--- config.mk ---
export PLATFORM = sky130hd
export DESIGN_NAME = sier_regs
export DESIGN_NICKNAME = d
export VERILOG_FILES = /design/src/logic/sier_pkg.sv /design/src/logic/sier_regs.sv /design/src/logic/sier_reporter.sv
export SDC_FILE = /design/constraint.sdc
export NUM_CORES = 1
export LEC_CHECK = 0
export BUFFER_PORTS_ARGS = -buffer_cell sky130_fd_sc_hd__buf_2
export CORE_MARGIN = 2
export CORE_UTILIZATION = 30
export CTS_CLUSTER_SIZE = 14
export DETAILED_ROUTE_END_ITERATION = 8
export GPL_ROUTABILITY_DRIVEN = 0
export PLACE_DENSITY = 0.56
export REMOVE_ABC_BUFFERS = 1
export SLEW_MARGIN = 20
export SYNTH_ARGS = -nofsm -noshare
export SYNTH_HDL_FRONTEND = slang
export SYNTH_SLANG_ARGS = --single-unit
--- constraint.sdc ---
create_clock -name clk_i -period 6.8 [get_ports clk_i]
set_clock_uncertainty 0.05 [all_clocks]
set_input_delay 0.68 -clock clk_i [delete_from_list [all_inputs] [get_ports clk_i]]
set_output_delay 0.68 -clock clk_i [all_outputs]
set_load 0.005 [all_outputs]
--- src/logic/sier_pkg.sv ---
/*
 * Constants for the per-port internal error register bank: register offsets,
 * field positions, reset values and the error message encoding.
 * Assumes a 32-bit AXI4-Lite register bus with 12-bit byte addresses.
 */
package sier_pkg;

    localparam int ADDR_W = 12;
    localparam int DATA_W = 32;
    localparam int NUM_SRC = 4;

    localparam logic [11:0] OFF_ERR_STS = 12'h4D8;
    localparam logic [11:0] OFF_ERR_CTL = 12'h4DC;
    localparam logic [11:0] OFF_ERR_CNT = 12'h4E0;
    localparam logic [11:0] OFF_TO_CTL = 12'h4E4;
    localparam logic [11:0] OFF_TO_RCTL = 12'h4E8;
    localparam logic [11:0] OFF_IRQ_MASK = 12'h4F0;

    localparam int STS_PAR_BIT = 0;
    localparam int CTL_REP_LO = 0;
    localparam int CTL_REP_HI = 1;
    localparam int CTL_IRQ_BIT = 2;
    localparam int CNT_HI = 7;
    localparam int TO_EN_BIT = 0;
    localparam int RCTL_POST_LO = 0;
    localparam int RCTL_POST_HI = 1;
    localparam int RCTL_NP_LO = 2;
    localparam int RCTL_NP_HI = 3;
    localparam int RCTL_CPL_LO = 4;
    localparam int RCTL_CPL_HI = 5;

    localparam logic [1:0] REP_NONE = 2'h0;
    localparam logic [1:0] REP_COR = 2'h1;
    localparam logic [1:0] REP_NONFATAL = 2'h2;
    localparam logic [1:0] REP_FATAL = 2'h3;

    localparam logic [1:0] PAR_REP_RST = 2'h2;
    localparam logic IRQ_EN_RST = 1'h0;
    localparam logic TO_EN_RST = 1'h1;
    localparam logic [1:0] POST_REP_RST = 2'h2;
    localparam logic [1:0] NP_REP_RST = 2'h0;
    localparam logic [1:0] CPL_REP_RST = 2'h0;
    localparam logic MASK_RST = 1'h0;
    localparam logic [7:0] CNT_ZERO = 8'h00;
    localparam logic [7:0] CNT_MAX = 8'hFF;
    localparam logic [7:0] CNT_ONE = 8'h01;

    localparam logic [1:0] RESP_OKAY = 2'h0;
    localparam logic [1:0] RESP_SLVERR = 2'h2;

endpackage

--- src/logic/sier_regs.sv ---
/*
 * Per-port internal error register bank with an AXI4-Lite slave, parity error
 * flag, saturating read-clear counter, time-out control and error messages.
 * Assumes parity errors arrive as one-cycle pulses and the time-out status
 * bits are levels from the time-out status register outside this block.
 */
// Local design decision: the AXI4-Lite interface to the registers.
// Overview of operation
// [RQ1] Parity error sets status bit 0; writing one clears it.
// [RQ2] Parity report field selects none, correctable, nonfatal or fatal message.
// [RQ3] Parity message goes out only when the status flag rises.
// [RQ4] Parity report field resets to nonfatal.
// [RQ5] With interrupt enable and upstream interrupts on, parity error issues an interrupt TLP.
// [RQ6] Eight-bit parity error counter increments per error, holding at 0xFF.
// [RQ7] Reading the counter returns its value then clears it.
// [RQ8] With time-out enable set, expired TLPs in the input queue are discarded.
// [RQ9] Time-out enable resets to one.
// [RQ10] Posted time-out report field in bits 1:0 resets to nonfatal.
// [RQ11] Non-posted time-out report field in bits 3:2 resets to none.
// [RQ12] Completion time-out report field in bits 5:4 resets to none.
// [RQ13] Time-out message goes out only when that class's status bit rises.
// [RQ14] Reserved bits read zero; an error during a counter read still counts.
`timescale 1ns/1ps
module sier_regs
    import sier_pkg::*;
(
    input wire logic clk_i,
    input wire logic rst_i,
    input wire logic [11:0] s_axi_awaddr_i,
    input wire logic s_axi_awvalid_i,
    output logic s_axi_awready_o,
    input wire logic [31:0] s_axi_wdata_i,
    input wire logic [3:0] s_axi_wstrb_i,
    input wire logic s_axi_wvalid_i,
    output logic s_axi_wready_o,
    output logic [1:0] s_axi_bresp_o,
    output logic s_axi_bvalid_o,
    input wire logic s_axi_bready_i,
    input wire logic [11:0] s_axi_araddr_i,
    input wire logic s_axi_arvalid_i,
    output logic s_axi_arready_o,
    output logic [31:0] s_axi_rdata_o,
    output logic [1:0] s_axi_rresp_o,
    output logic s_axi_rvalid_o,
    input wire logic s_axi_rready_i,
    input wire logic parity_err_i,
    input wire logic [2:0] timeout_status_i,
    input wire logic upstream_int_en_i,
    input wire logic queue_head_expired_i,
    output logic discard_tlp_o,
    output logic int_tlp_o,
    output logic err_cor_o,
    output logic err_nonfatal_o,
    output logic err_fatal_o,
    output logic irq_o
);

    function automatic logic reg_hit(input logic [11:0] addr, input logic [11:0] off);
        reg_hit = (addr[11:2] == off[11:2]);
    endfunction

    // Bus state.
    logic aw_hold_q;
    logic [11:0] aw_addr_q;
    logic w_hold_q;
    logic [31:0] w_data_q;
    logic [3:0] w_strb_q;
    logic bvalid_q;
    logic [1:0] bresp_q;
    logic rvalid_q;
    logic [31:0] rdata_q;
    logic [1:0] rresp_q;

    // Register state.
    logic parity_err_flag_q;
    logic parity_err_flag_d;
    logic [1:0] par_rep_q;
    logic parity_err_irq_en_q;
    logic [7:0] parity_err_tally_q;
    logic [7:0] parity_err_tally_d;
    logic queue_timeout_en_q;
    logic [1:0] posted_timeout_report_q;
    logic [1:0] nonposted_timeout_report_q;
    logic [1:0] completion_timeout_report_q;
    logic irq_mask_q;
    logic int_tlp_q;
    logic err_cor_q;
    logic err_nonfatal_q;
    logic err_fatal_q;

    // Write path decode.
    logic do_write_w;
    logic wr_lane0_w;
    logic wr_sts_w;
    logic wr_ctl_w;
    logic wr_to_w;
    logic wr_rctl_w;
    logic wr_mask_w;
    logic wr_mapped_w;
    logic sts_clr_w;

    assign s_axi_awready_o = ~aw_hold_q;
    assign s_axi_wready_o = ~w_hold_q;
    assign do_write_w = aw_hold_q & w_hold_q & ~bvalid_q;
    assign wr_lane0_w = do_write_w & w_strb_q[0];
    assign wr_sts_w = wr_lane0_w & reg_hit(aw_addr_q, OFF_ERR_STS);
    assign wr_ctl_w = wr_lane0_w & reg_hit(aw_addr_q, OFF_ERR_CTL);
    assign wr_to_w = wr_lane0_w & reg_hit(aw_addr_q, OFF_TO_CTL);
    assign wr_rctl_w = wr_lane0_w & reg_hit(aw_addr_q, OFF_TO_RCTL);
    assign wr_mask_w = wr_lane0_w & reg_hit(aw_addr_q, OFF_IRQ_MASK);
    assign wr_mapped_w = reg_hit(aw_addr_q, OFF_ERR_STS) | reg_hit(aw_addr_q, OFF_ERR_CTL)
        | reg_hit(aw_addr_q, OFF_ERR_CNT) | reg_hit(aw_addr_q, OFF_TO_CTL)
        | reg_hit(aw_addr_q, OFF_TO_RCTL) | reg_hit(aw_addr_q, OFF_IRQ_MASK);
    assign sts_clr_w = wr_sts_w & w_data_q[STS_PAR_BIT];

    // Read path decode.
    logic rd_take_w;
    logic rd_cnt_w;
    logic rd_mapped_w;
    logic [31:0] rd_sts_w;
    logic [31:0] rd_ctl_w;
    logic [31:0] rd_cnt_val_w;
    logic [31:0] rd_to_w;
    logic [31:0] rd_rctl_w;
    logic [31:0] rd_mask_w;
    logic [31:0] rd_mux_w;

    assign s_axi_arready_o = ~rvalid_q;
    assign rd_take_w = s_axi_arvalid_i & ~rvalid_q;
    assign rd_cnt_w = rd_take_w & reg_hit(s_axi_araddr_i, OFF_ERR_CNT);
    // Reserved bits are padded with zero. [RQ14]
    assign rd_sts_w = {31'h0000_0000, parity_err_flag_q};
    assign rd_ctl_w = {29'h0000_0000, parity_err_irq_en_q, par_rep_q};
    assign rd_cnt_val_w = {24'h00_0000, parity_err_tally_q};
    assign rd_to_w = {31'h0000_0000, queue_timeout_en_q};
    assign rd_rctl_w = {26'h000_0000, completion_timeout_report_q, nonposted_timeout_report_q,
        posted_timeout_report_q};
    assign rd_mask_w = {31'h0000_0000, irq_mask_q};
    assign rd_mapped_w = reg_hit(s_axi_araddr_i, OFF_ERR_STS) | reg_hit(s_axi_araddr_i, OFF_ERR_CTL)
        | reg_hit(s_axi_araddr_i, OFF_ERR_CNT) | reg_hit(s_axi_araddr_i, OFF_TO_CTL)
        | reg_hit(s_axi_araddr_i, OFF_TO_RCTL) | reg_hit(s_axi_araddr_i, OFF_IRQ_MASK);
    assign rd_mux_w = reg_hit(s_axi_araddr_i, OFF_ERR_STS) ? rd_sts_w :
        reg_hit(s_axi_araddr_i, OFF_ERR_CTL) ? rd_ctl_w :
        reg_hit(s_axi_araddr_i, OFF_ERR_CNT) ? rd_cnt_val_w :
        reg_hit(s_axi_araddr_i, OFF_TO_CTL) ? rd_to_w :
        reg_hit(s_axi_araddr_i, OFF_TO_RCTL) ? rd_rctl_w :
        reg_hit(s_axi_araddr_i, OFF_IRQ_MASK) ? rd_mask_w : 32'h0000_0000;

    // Write address and data are taken in either order, then answered together.
    always_ff @(posedge clk_i or posedge rst_i) begin
        if (rst_i) begin
            aw_hold_q <= 1'b0;
            aw_addr_q <= 12'h000;
            w_hold_q <= 1'b0;
            w_data_q <= 32'h0000_0000;
            w_strb_q <= 4'h0;
            bvalid_q <= 1'b0;
            bresp_q <= RESP_OKAY;
        end else begin
            if (s_axi_awvalid_i && !aw_hold_q) begin
                aw_hold_q <= 1'b1;
                aw_addr_q <= s_axi_awaddr_i;
            end else if (do_write_w) begin
                aw_hold_q <= 1'b0;
            end
            if (s_axi_wvalid_i && !w_hold_q) begin
                w_hold_q <= 1'b1;
                w_data_q <= s_axi_wdata_i;
                w_strb_q <= s_axi_wstrb_i;
            end else if (do_write_w) begin
                w_hold_q <= 1'b0;
            end
            if (do_write_w) begin
                bvalid_q <= 1'b1;
                bresp_q <= wr_mapped_w ? RESP_OKAY : RESP_SLVERR;
            end else if (s_axi_bready_i) begin
                bvalid_q <= 1'b0;
            end
        end
    end

    always_ff @(posedge clk_i or posedge rst_i) begin
        if (rst_i) begin
            rvalid_q <= 1'b0;
            rdata_q <= 32'h0000_0000;
            rresp_q <= RESP_OKAY;
        end else if (rd_take_w) begin
            rvalid_q <= 1'b1;
            rdata_q <= rd_mux_w;
            rresp_q <= rd_mapped_w ? RESP_OKAY : RESP_SLVERR;
        end else if (s_axi_rready_i) begin
            rvalid_q <= 1'b0;
        end
    end

    assign s_axi_bvalid_o = bvalid_q;
    assign s_axi_bresp_o = bresp_q;
    assign s_axi_rvalid_o = rvalid_q;
    assign s_axi_rdata_o = rdata_q;
    assign s_axi_rresp_o = rresp_q;

    // A new error wins over a clear in the same cycle. [RQ1]
    assign parity_err_flag_d = parity_err_i | (parity_err_flag_q & ~sts_clr_w);

    // Read clears first, then an error in the same cycle still counts. [RQ6] [RQ7] [RQ14]
    logic [7:0] tally_base_w;
    assign tally_base_w = rd_cnt_w ? CNT_ZERO : parity_err_tally_q;
    assign parity_err_tally_d = (parity_err_i && tally_base_w != CNT_MAX) ? tally_base_w + CNT_ONE
        : tally_base_w;

    always_ff @(posedge clk_i or posedge rst_i) begin
        if (rst_i) begin
            parity_err_flag_q <= 1'b0;
            parity_err_tally_q <= CNT_ZERO;
            irq_mask_q <= MASK_RST;
        end else begin
            parity_err_flag_q <= parity_err_flag_d;
            parity_err_tally_q <= parity_err_tally_d;
            if (wr_mask_w) begin
                irq_mask_q <= w_data_q[STS_PAR_BIT];
            end
        end
    end

    // Control fields come out of reset at their documented values. [RQ4] [RQ9] [RQ10] [RQ11] [RQ12]
    always_ff @(posedge clk_i or posedge rst_i) begin
        if (rst_i) begin
            par_rep_q <= PAR_REP_RST;
            parity_err_irq_en_q <= IRQ_EN_RST;
            queue_timeout_en_q <= TO_EN_RST;
            posted_timeout_report_q <= POST_REP_RST;
            nonposted_timeout_report_q <= NP_REP_RST;
            completion_timeout_report_q <= CPL_REP_RST;
        end else begin
            if (wr_ctl_w) begin
                par_rep_q <= w_data_q[CTL_REP_HI:CTL_REP_LO];
                parity_err_irq_en_q <= w_data_q[CTL_IRQ_BIT];
            end
            if (wr_to_w) begin
                queue_timeout_en_q <= w_data_q[TO_EN_BIT];
            end
            if (wr_rctl_w) begin
                posted_timeout_report_q <= w_data_q[RCTL_POST_HI:RCTL_POST_LO];
                nonposted_timeout_report_q <= w_data_q[RCTL_NP_HI:RCTL_NP_LO];
                completion_timeout_report_q <= w_data_q[RCTL_CPL_HI:RCTL_CPL_LO];
            end
        end
    end

    // Message sources: parity flag, then posted, non-posted and completion time-outs.
    logic [NUM_SRC-1:0] src_flag_w;
    logic [1:0] src_field_w [NUM_SRC];
    logic [NUM_SRC-1:0] msg_v_w;
    logic [1:0] msg_t_w [NUM_SRC];
    logic [NUM_SRC-1:0] is_cor_w;
    logic [NUM_SRC-1:0] is_nonfatal_w;
    logic [NUM_SRC-1:0] is_fatal_w;

    assign src_flag_w = {timeout_status_i, parity_err_flag_q};
    assign src_field_w[0] = par_rep_q;
    assign src_field_w[1] = posted_timeout_report_q;
    assign src_field_w[2] = nonposted_timeout_report_q;
    assign src_field_w[3] = completion_timeout_report_q;

    // Each source reports on its own rising edge with its own type. [RQ2] [RQ3] [RQ13]
    for (genvar i = 0; i < NUM_SRC; i++) begin : g_src
        sier_reporter u_rep (
            .clk_i(clk_i),
            .rst_i(rst_i),
            .flag_i(src_flag_w[i]),
            .field_i(src_field_w[i]),
            .msg_valid_o(msg_v_w[i]),
            .msg_type_o(msg_t_w[i])
        );
        assign is_cor_w[i] = msg_v_w[i] && msg_t_w[i] == REP_COR;
        assign is_nonfatal_w[i] = msg_v_w[i] && msg_t_w[i] == REP_NONFATAL;
        assign is_fatal_w[i] = msg_v_w[i] && msg_t_w[i] == REP_FATAL;
    end

    always_ff @(posedge clk_i or posedge rst_i) begin
        if (rst_i) begin
            err_cor_q <= 1'b0;
            err_nonfatal_q <= 1'b0;
            err_fatal_q <= 1'b0;
            int_tlp_q <= 1'b0;
        end else begin
            err_cor_q <= |is_cor_w;
            err_nonfatal_q <= |is_nonfatal_w;
            err_fatal_q <= |is_fatal_w;
            int_tlp_q <= parity_err_i & parity_err_irq_en_q & upstream_int_en_i; // [RQ5]
        end
    end

    assign err_cor_o = err_cor_q;
    assign err_nonfatal_o = err_nonfatal_q;
    assign err_fatal_o = err_fatal_q;
    assign int_tlp_o = int_tlp_q;
    assign discard_tlp_o = queue_head_expired_i & queue_timeout_en_q; // [RQ8]
    assign irq_o = parity_err_flag_q & irq_mask_q;
endmodule

--- src/logic/sier_reporter.sv ---
/*
 * Edge reporter: raises a message request when a flag goes from zero to one
 * and its reporting field selects a message type.
 * Assumes the flag is a level in the clk_i domain.
 */
`timescale 1ns/1ps
module sier_reporter
    import sier_pkg::*;
(
    input wire logic clk_i,
    input wire logic rst_i,
    input wire logic flag_i,
    input wire logic [1:0] field_i,
    output logic msg_valid_o,
    output logic [1:0] msg_type_o
);

    logic prev_q;
    logic rise_w;

    always_ff @(posedge clk_i or posedge rst_i) begin
        if (rst_i) begin
            prev_q <= 1'b0;
        end else begin
            prev_q <= flag_i;
        end
    end

    // Only the zero-to-one change of the flag makes a message.
    assign rise_w = flag_i & ~prev_q;
    assign msg_valid_o = rise_w & (field_i != REP_NONE);
    assign msg_type_o = field_i;

endmodule

==> results.sh, run 1 <==
export IMPL_fp_dieH_um=104
export IMPL_clk_latency_ps=340
export IMPL_synth_distinct_cells=53
export IMPL_port_buffers=60
export IMPL_finalCritPeriodShare_pct=38.2
export IMPL_grt_max_degree=60
export IMPL_num_vias=2168
export IMPL_crit_required_ps=7000
export IMPL_finalSetupViolCount=0
export IMPL_root_buffer="clkbuf_8"
export IMPL_ios=120
export IMPL_p_total_w=0.00111
export IMPL_cts_tree="done"
export IMPL_end_kind="register"
export IMPL_reg2reg_to="parity_err_tally_q[7]"
export IMPL_syn_inst=265
export IMPL_finalSetupTns_ps=0
export IMPL_rows=36
export IMPL_finalInstanceArea_um2=3570
export IMPL_synth_edf_count=0
export IMPL_cts_sinks=59
export IMPL_grt_pass1_vias=2088
export IMPL_syn_area_um2=3010
export IMPL_setup_ws_ps=4200
export IMPL_max_freq_mhz=385
export IMPL_cp_data_arrival_time_ps=2800
export IMPL_slew_headroom_pct=48.1
export IMPL_crit_path_max_fanout=11
export IMPL_design_core_area_um2=9730
export IMPL_cts_max_level=3
export IMPL_drc=0
export IMPL_p_per_area_nw_per_um2=309
export IMPL_layout_nets=404
export IMPL_pre_cts_ws_ps=3910
export IMPL_cts_resized=0
export IMPL_worstHoldPathType="in -> reg"
export IMPL_critPathKind="in -> reg"
export IMPL_gr_total_overflow=0
export IMPL_maxSlewViolCount=0
export IMPL_first_pass_iters=4
export IMPL_antenna_found_initial=0
export IMPL_syn_mean_instance_area_um2=11.3
export IMPL_endpoint="parity_err_tally_q[7]"
export IMPL_reg2regPathDepth=8
export IMPL_synth_seq_area_share_pct=49.3
export IMPL_rr_startpoint="s_axi_rvalid_o"
export IMPL_drtAntennaViolNets=0
export IMPL_layout_common_cells="buf_2, dfrtp_1, mux2_2, conb_1, nand2_1"
export IMPL_numCtsBuffers=9
export IMPL_area_growth_pct=18.9
export IMPL_die_area_um2=10800
export IMPL_final_common_cell="buf_2"
export IMPL_grt_pass1_wl_um=10600
export IMPL_ys_seq_elements=59
export IMPL_drv_cap=0
export IMPL_final_hold_viol_count=0
export IMPL_placed_area_um2=3350
export IMPL_die_x_um=104
export IMPL_wire_per_inst_um=13.5
export IMPL_start_util_pct=30.9
export IMPL_fill_cells=993
export IMPL_n_antenna_cell=0
export IMPL_drive_gt1_share_pct=35.2
export IMPL_ys_async_sr_fraction_pct=100
export IMPL_rsz0062_at_grt="false"
export IMPL_cts_clk_slew_worst_paths_ps=70
export IMPL_post_cts_buffers=0
export IMPL_status="completed"
export IMPL_hold_buffers=0
export IMPL_ys_warn_count=0
export IMPL_rrSetupSlack_ps=4250
export IMPL_dpl_hpwl_um=4780
export IMPL_p_leak_nw=1.64
export IMPL_tightestPinTransition_ps=777
export IMPL_wirelength_um=6340
export IMPL_grt_util_all_layers_pct=12.4
export IMPL_start_kind="input pin"
export IMPL_vias_per_cell=4.63
export IMPL_synth_ff_type="dfrtp_1"
export IMPL_finalCriticalPeriod_ps=2600
export IMPL_cts_buffer_depth=2
export IMPL_drt_initial_drc_count=82
export IMPL_startpoint="s_axi_araddr_i[3]"
export IMPL_ir_drop_uv=160
-- power by group --
| group | switching (W) | internal [W] |
|---|---|---|
| clock | 0.000145 | 0.000216 |
| sequential | 0.0000818 | 0.000436 |
| combinational | 0.000103 | 0.000124 |
| total | 0.000329 | 0.000776 |
-- worst max-delay path, cell delays in order --
cell and delay (ps):
buf_2 190, nor2_1 260, nand4_1 240, and2_1 250, ha_1 230, nand3_1 110
o21ai_1 170, or4_1 500, a21oi_1 170
-- registers in the layout, summed over array words and instances (netlist names), 2 cells and up --
| name | cells |
|---|---|
| aw_addr_q | 10 |
| parity_err_tally_q | 8 |
| s_axi_rdata_o | 8 |
| w_data_q | 6 |
| g_src.u_rep.prev_q | 4 |
| completion_timeout_report_q | 2 |
| nonposted_timeout_report_q | 2 |
| par_rep_q | 2 |
| posted_timeout_report_q | 2 |
-- synthesized netlist by cell type, types with 4 or more instances --
library cell,count,area [um^2]
buf_4,26,195
nand3b_1,5,37.5
nand4_1,4,25.0
nor2_1,10,37.5
o31ai_1,5,37.5
mux2_2,28,315
a31oi_1,4,25.0
and2_1,4,25.0
nor2b_1,10,62.6
nand3_1,9,45.0
o21a_1,4,30.0
inv_1,11,41.3
mux2i_1,8,80.1
a21oi_1,5,25.0
o21ai_0,5,25.0
dfrtp_1,56,1400
nand2_1,15,56.3
-- cell type report --
| class | instances | area [um^2] | share of cell area [%] |
|---|---|---|---|
| Clock buffer | 10 | 138 | 3.85 |
| Clock inverter | 6 | 88.8 | 2.49 |
| Inverter | 11 | 41.3 | 1.16 |
| Multi-Input combinational cell | 188 | 1350 | 37.8 |
| Sequential cell | 59 | 1480 | 41.4 |
| Tap cell | 133 | 166 | 4.66 |
| Timing Repair Buffer | 61 | 308 | 8.62 |
-- metal layers --
| metal | global-route usage, % | part of all wire, % | vias to the layer above |
|---|---|---|---|
| li1 | - | - | 1038 |
| met5 | 0 | 0 | - |
| met1 | 16.4 | 48 | 1050 |
| met2 | 18.4 | 45 | 76 |
| met3 | 5.20 | 7.0 | 4 |
| met4 | 3.76 | 0.68 | 0 |
-- how the worst min path moves through the flow --
stage               cells after the start                    end                start  slack [ps]
floorplan                               0  g_src[0].u_rep.prev_q    parity_err_flag_q         370
global placement                        2       s_axi_rdata_o[4]     s_axi_rdata_o[4]         410
detailed placement                      2       s_axi_rdata_o[3]     s_axi_rdata_o[3]         420
CTS                                     1  g_src[2].u_rep.prev_q  timeout_status_i[1]         390
global route                            1  g_src[2].u_rep.prev_q  timeout_status_i[1]         380
finish                                  1  g_src[2].u_rep.prev_q  timeout_status_i[1]         410
-- per-stage QoR --
| stage | util (%) | hold slack, ps | std cells |
|---|---|---|---|
| 4_1_cts | 36.7 | 391 | 468 |
| 6_report | 36.7 | 408 | 468 |
| 2_1_floorplan | - | 368 | 258 |
| 3_5_place_dp | 34.4 | 416 | 452 |
| 5_1_grt | 36.7 | 383 | 468 |
| 3_3_place_gp | 34.4 | 414 | 452 |
-- cell families (layout without fill, tap and decap cells) --
group                    after synthesis  count (layout)  synth area share (%)
AO/OA/AOI/OAI                         42              42                  9.87
XOR/XNOR                               1               1                 0.291
adder cells (fa/ha/maj)                1               1                 0.416
buffers and inverters                 43              88                  8.95
flip-flops                            59              59                  49.3
multiplexers                          36              36                  13.2
other                                  1              26                 0.125
AND/OR/NAND/NOR                       82              82                  17.9
Note: power is estimated with default switching activity, not from simulation.
==> inputs of run 2 (changes only) <==
Settings changed: ABC_AREA set to 1, PLACE_DENSITY 0.56 to 0.55.
Clock period 6.8 ns to 2.5 ns, I/O delays scaled along.
==> run 2 against run 1 <==
Against the previous run: global-route usage rose by 0.47 points; non-clock buffer count rose by 2; register-to-register slack got worse by 3800 ps; wire length rose by 5.9%; design area rose by 3.2%; critical endpoint unchanged.
==> results.sh, run 2 <==
export IMPL_synth_seq_area_share_pct=46.8
export IMPL_drive_gt1_share_pct=27.5
export IMPL_die_x_um=107
export IMPL_synth_top_family_by_area="simple AND/OR/NAND/NOR gates"
export IMPL_synth_most_common_cell="nand2_1"
export IMPL_finalCritPeriodShare_pct=83.2
export IMPL_start_util_pct=30.8
export IMPL_synth_area_leaders="dfrtp_1, nand2_1, buf_4, inv_1, o21ai_0"
export IMPL_finalCriticalPeriod_ps=2080
export IMPL_cts_buffer_depth=2
export IMPL_port_buffers=60
export IMPL_largest_register_ff_count=10
export IMPL_synth_simple_gate_area_share_pct=25.0
export IMPL_ys_async_sr_fraction_pct=100
export IMPL_grt_pass1_wl_um=11700
export IMPL_synth_edf_count=0
export IMPL_ys_seq_elements=59
export IMPL_dpl_hpwl_um=5060
export IMPL_p_leak_nw=1.93
export IMPL_numCtsBuffers=9
export IMPL_grt_util_all_layers_pct=12.8
export IMPL_end_kind="register"
export IMPL_syn_area_um2=3160
export IMPL_drtAntennaViolNets=0
export IMPL_critPathKind="reg -> reg"
export IMPL_clk_latency_ps=330
export IMPL_fin_util_pct=35.9
export IMPL_yosysTopAreaCellShare_pct=44.3
export IMPL_top_register="aw_addr_q"
export IMPL_layout_common_cells="nand2_1, buf_2, dfrtp_1, inv_1, conb_1"
export IMPL_tightestPinTransition_ps=771
export IMPL_ios=120
export IMPL_grt_pass1_vias=2546
export IMPL_die_area_um2=11400
export IMPL_final_common_cell="nand2_1"
export IMPL_ys_warn_count=0
export IMPL_drc=0
export IMPL_synth_compound_area_share_pct=9.49
export IMPL_finalSetupTns_ps=0
export IMPL_gr_total_overflow=0
export IMPL_maxSlewViolCount=0
export IMPL_grt_max_degree=60
export IMPL_p_per_area_nw_per_um2=740
export IMPL_syn_mean_instance_area_um2=8.55
export IMPL_p_total_w=0.00273
export IMPL_synthTopCellsByCount="nand2_1, dfrtp_1, inv_1"
export IMPL_rsz0062_at_grt="false"
export IMPL_fp_dieH_um=107
export IMPL_ir_drop_uv=494
export IMPL_slew_headroom_pct=48.6
export IMPL_synthMuxAreaShare_pct=3.20
export IMPL_synth_distinct_cells=42
export IMPL_finalSetupViolCount=0
export IMPL_layout_nets=512
export IMPL_syn_inst=370
export IMPL_n_antenna_cell=0
export IMPL_design_core_area_um2=10300
export IMPL_finalInstanceArea_um2=3690
export IMPL_cts_tree="done"
export IMPL_first_pass_iters=6
export IMPL_wirelength_um=6720
export IMPL_vias_per_cell=4.37
export IMPL_status="completed"
export IMPL_drt_initial_drc_count=98
export IMPL_cp_data_arrival_time_ps=2260
export IMPL_crit_path_max_fanout=15
export IMPL_yosysTopAreaCell="dfrtp_1"
export IMPL_cts_sinks=59
export IMPL_num_vias=2531
export IMPL_cts_clk_slew_worst_paths_ps=70
export IMPL_start_kind="register"
export IMPL_crit_required_ps=2680
export IMPL_synth_ff_type="dfrtp_1"
export IMPL_drv_cap=0
export IMPL_area_growth_pct=16.5
export IMPL_synthAdderAreaFrac_pct=0.396
export IMPL_rows=37
export IMPL_antenna_found_initial=0
export IMPL_synth_xor_area_share_pct=1.11
export IMPL_placed_area_um2=3500
export IMPL_wire_per_inst_um=11.6
export IMPL_worstHoldPathType="in -> reg"
export IMPL_final_hold_viol_count=0
export IMPL_max_freq_mhz=481
export IMPL_post_cts_buffers=0
export IMPL_whs_ps=30.3
export IMPL_root_buffer="clkbuf_8"
export IMPL_cts_max_level=3
## run 2: per-stage QoR
stage | setup WS [ps] | cells
2_1_floorplan | 647 | 364
3_3_place_gp | 335 | 561
3_5_place_dp | 338 | 561
4_1_cts | 399 | 579
5_1_grt | 159 | 579
6_report | 420 | 579
## run 2: area by class of cell
class                   count  area [um^2]
repair buffers             63          328
well taps                 136          170
fillers                  1106         6590
clock buffers              11          131
inverters                  55          209
clock inverters             5         30.0
flip-flops and latches     59         1480
multi-input cells         250         1340
## run 2: logic make-up after synthesis
kind of cell               after synthesis
muxes                                    9
buffers and inverters                   86
DFF                                     59
other                                    1
adders and majority gates                1
AOI/OAI and AO/OA                       51
and+or+nand+nor                        159
xor gates and xnor gates                 4
## run 2: layer usage
metal  up-vias  routed length (um)  track usage, %  share of wire, %
li1       1269                   -               -                 -
met1      1169                3200            16.3                48
met2        82                2950            20.8                44
met3        11                 445            4.32               6.6
met4         0                 123            3.71               1.8
met5         -                   0               0                 0
## run 2: worst paths after layout
kind                       slack, ps           startpoint                    end  cells after the start
max                              420       s_axi_rvalid_o  parity_err_tally_q[7]                     14
min                               30  timeout_status_i[0]  g_src[1].u_rep.prev_q                      1
max reg2reg                      420       s_axi_rvalid_o  parity_err_tally_q[7]                     14
min reg2reg                      430     s_axi_rdata_o[7]       s_axi_rdata_o[7]                      2
max in group asynchronous       1810                rst_i         err_nonfatal_o                      3
min in group asynchronous         80                rst_i  parity_err_tally_q[3]                      3
## run 2: power breakdown
| group | internal [W] | leakage [nW] | switching (W) | total (W) |
|---|---|---|---|---|
| Clock | 0.000354 | 0.0791 | 0.000375 | 0.000729 |
| Combinational | 0.000272 | 1.12 | 0.000395 | 0.000667 |
| Sequential | 0.00118 | 0.730 | 0.000152 | 0.00133 |
| Total | 0.00180 | 1.93 | 0.000922 | 0.00273 |
## run 2: critical path, stage by stage (launching register included)
cell and delay (ps):
dfrtp_1 460, nor2_8 70, nand3_4 180, nand2_1 120
inv_1 130, ha_1 200, nand2_1 70, inv_1 70
nand3_2 90, nor2_2 150, nand2_2 70, nand2_4 120
inv_4 70, nand2_1 70, nand2_1 40
## run 2: timing repair
action,4_1_cts,5_1_grt
gates resized for setup,0,0
setup endpoints to repair,0,0
endpoints found under the hold margin,2,0
hold buffers,2,0
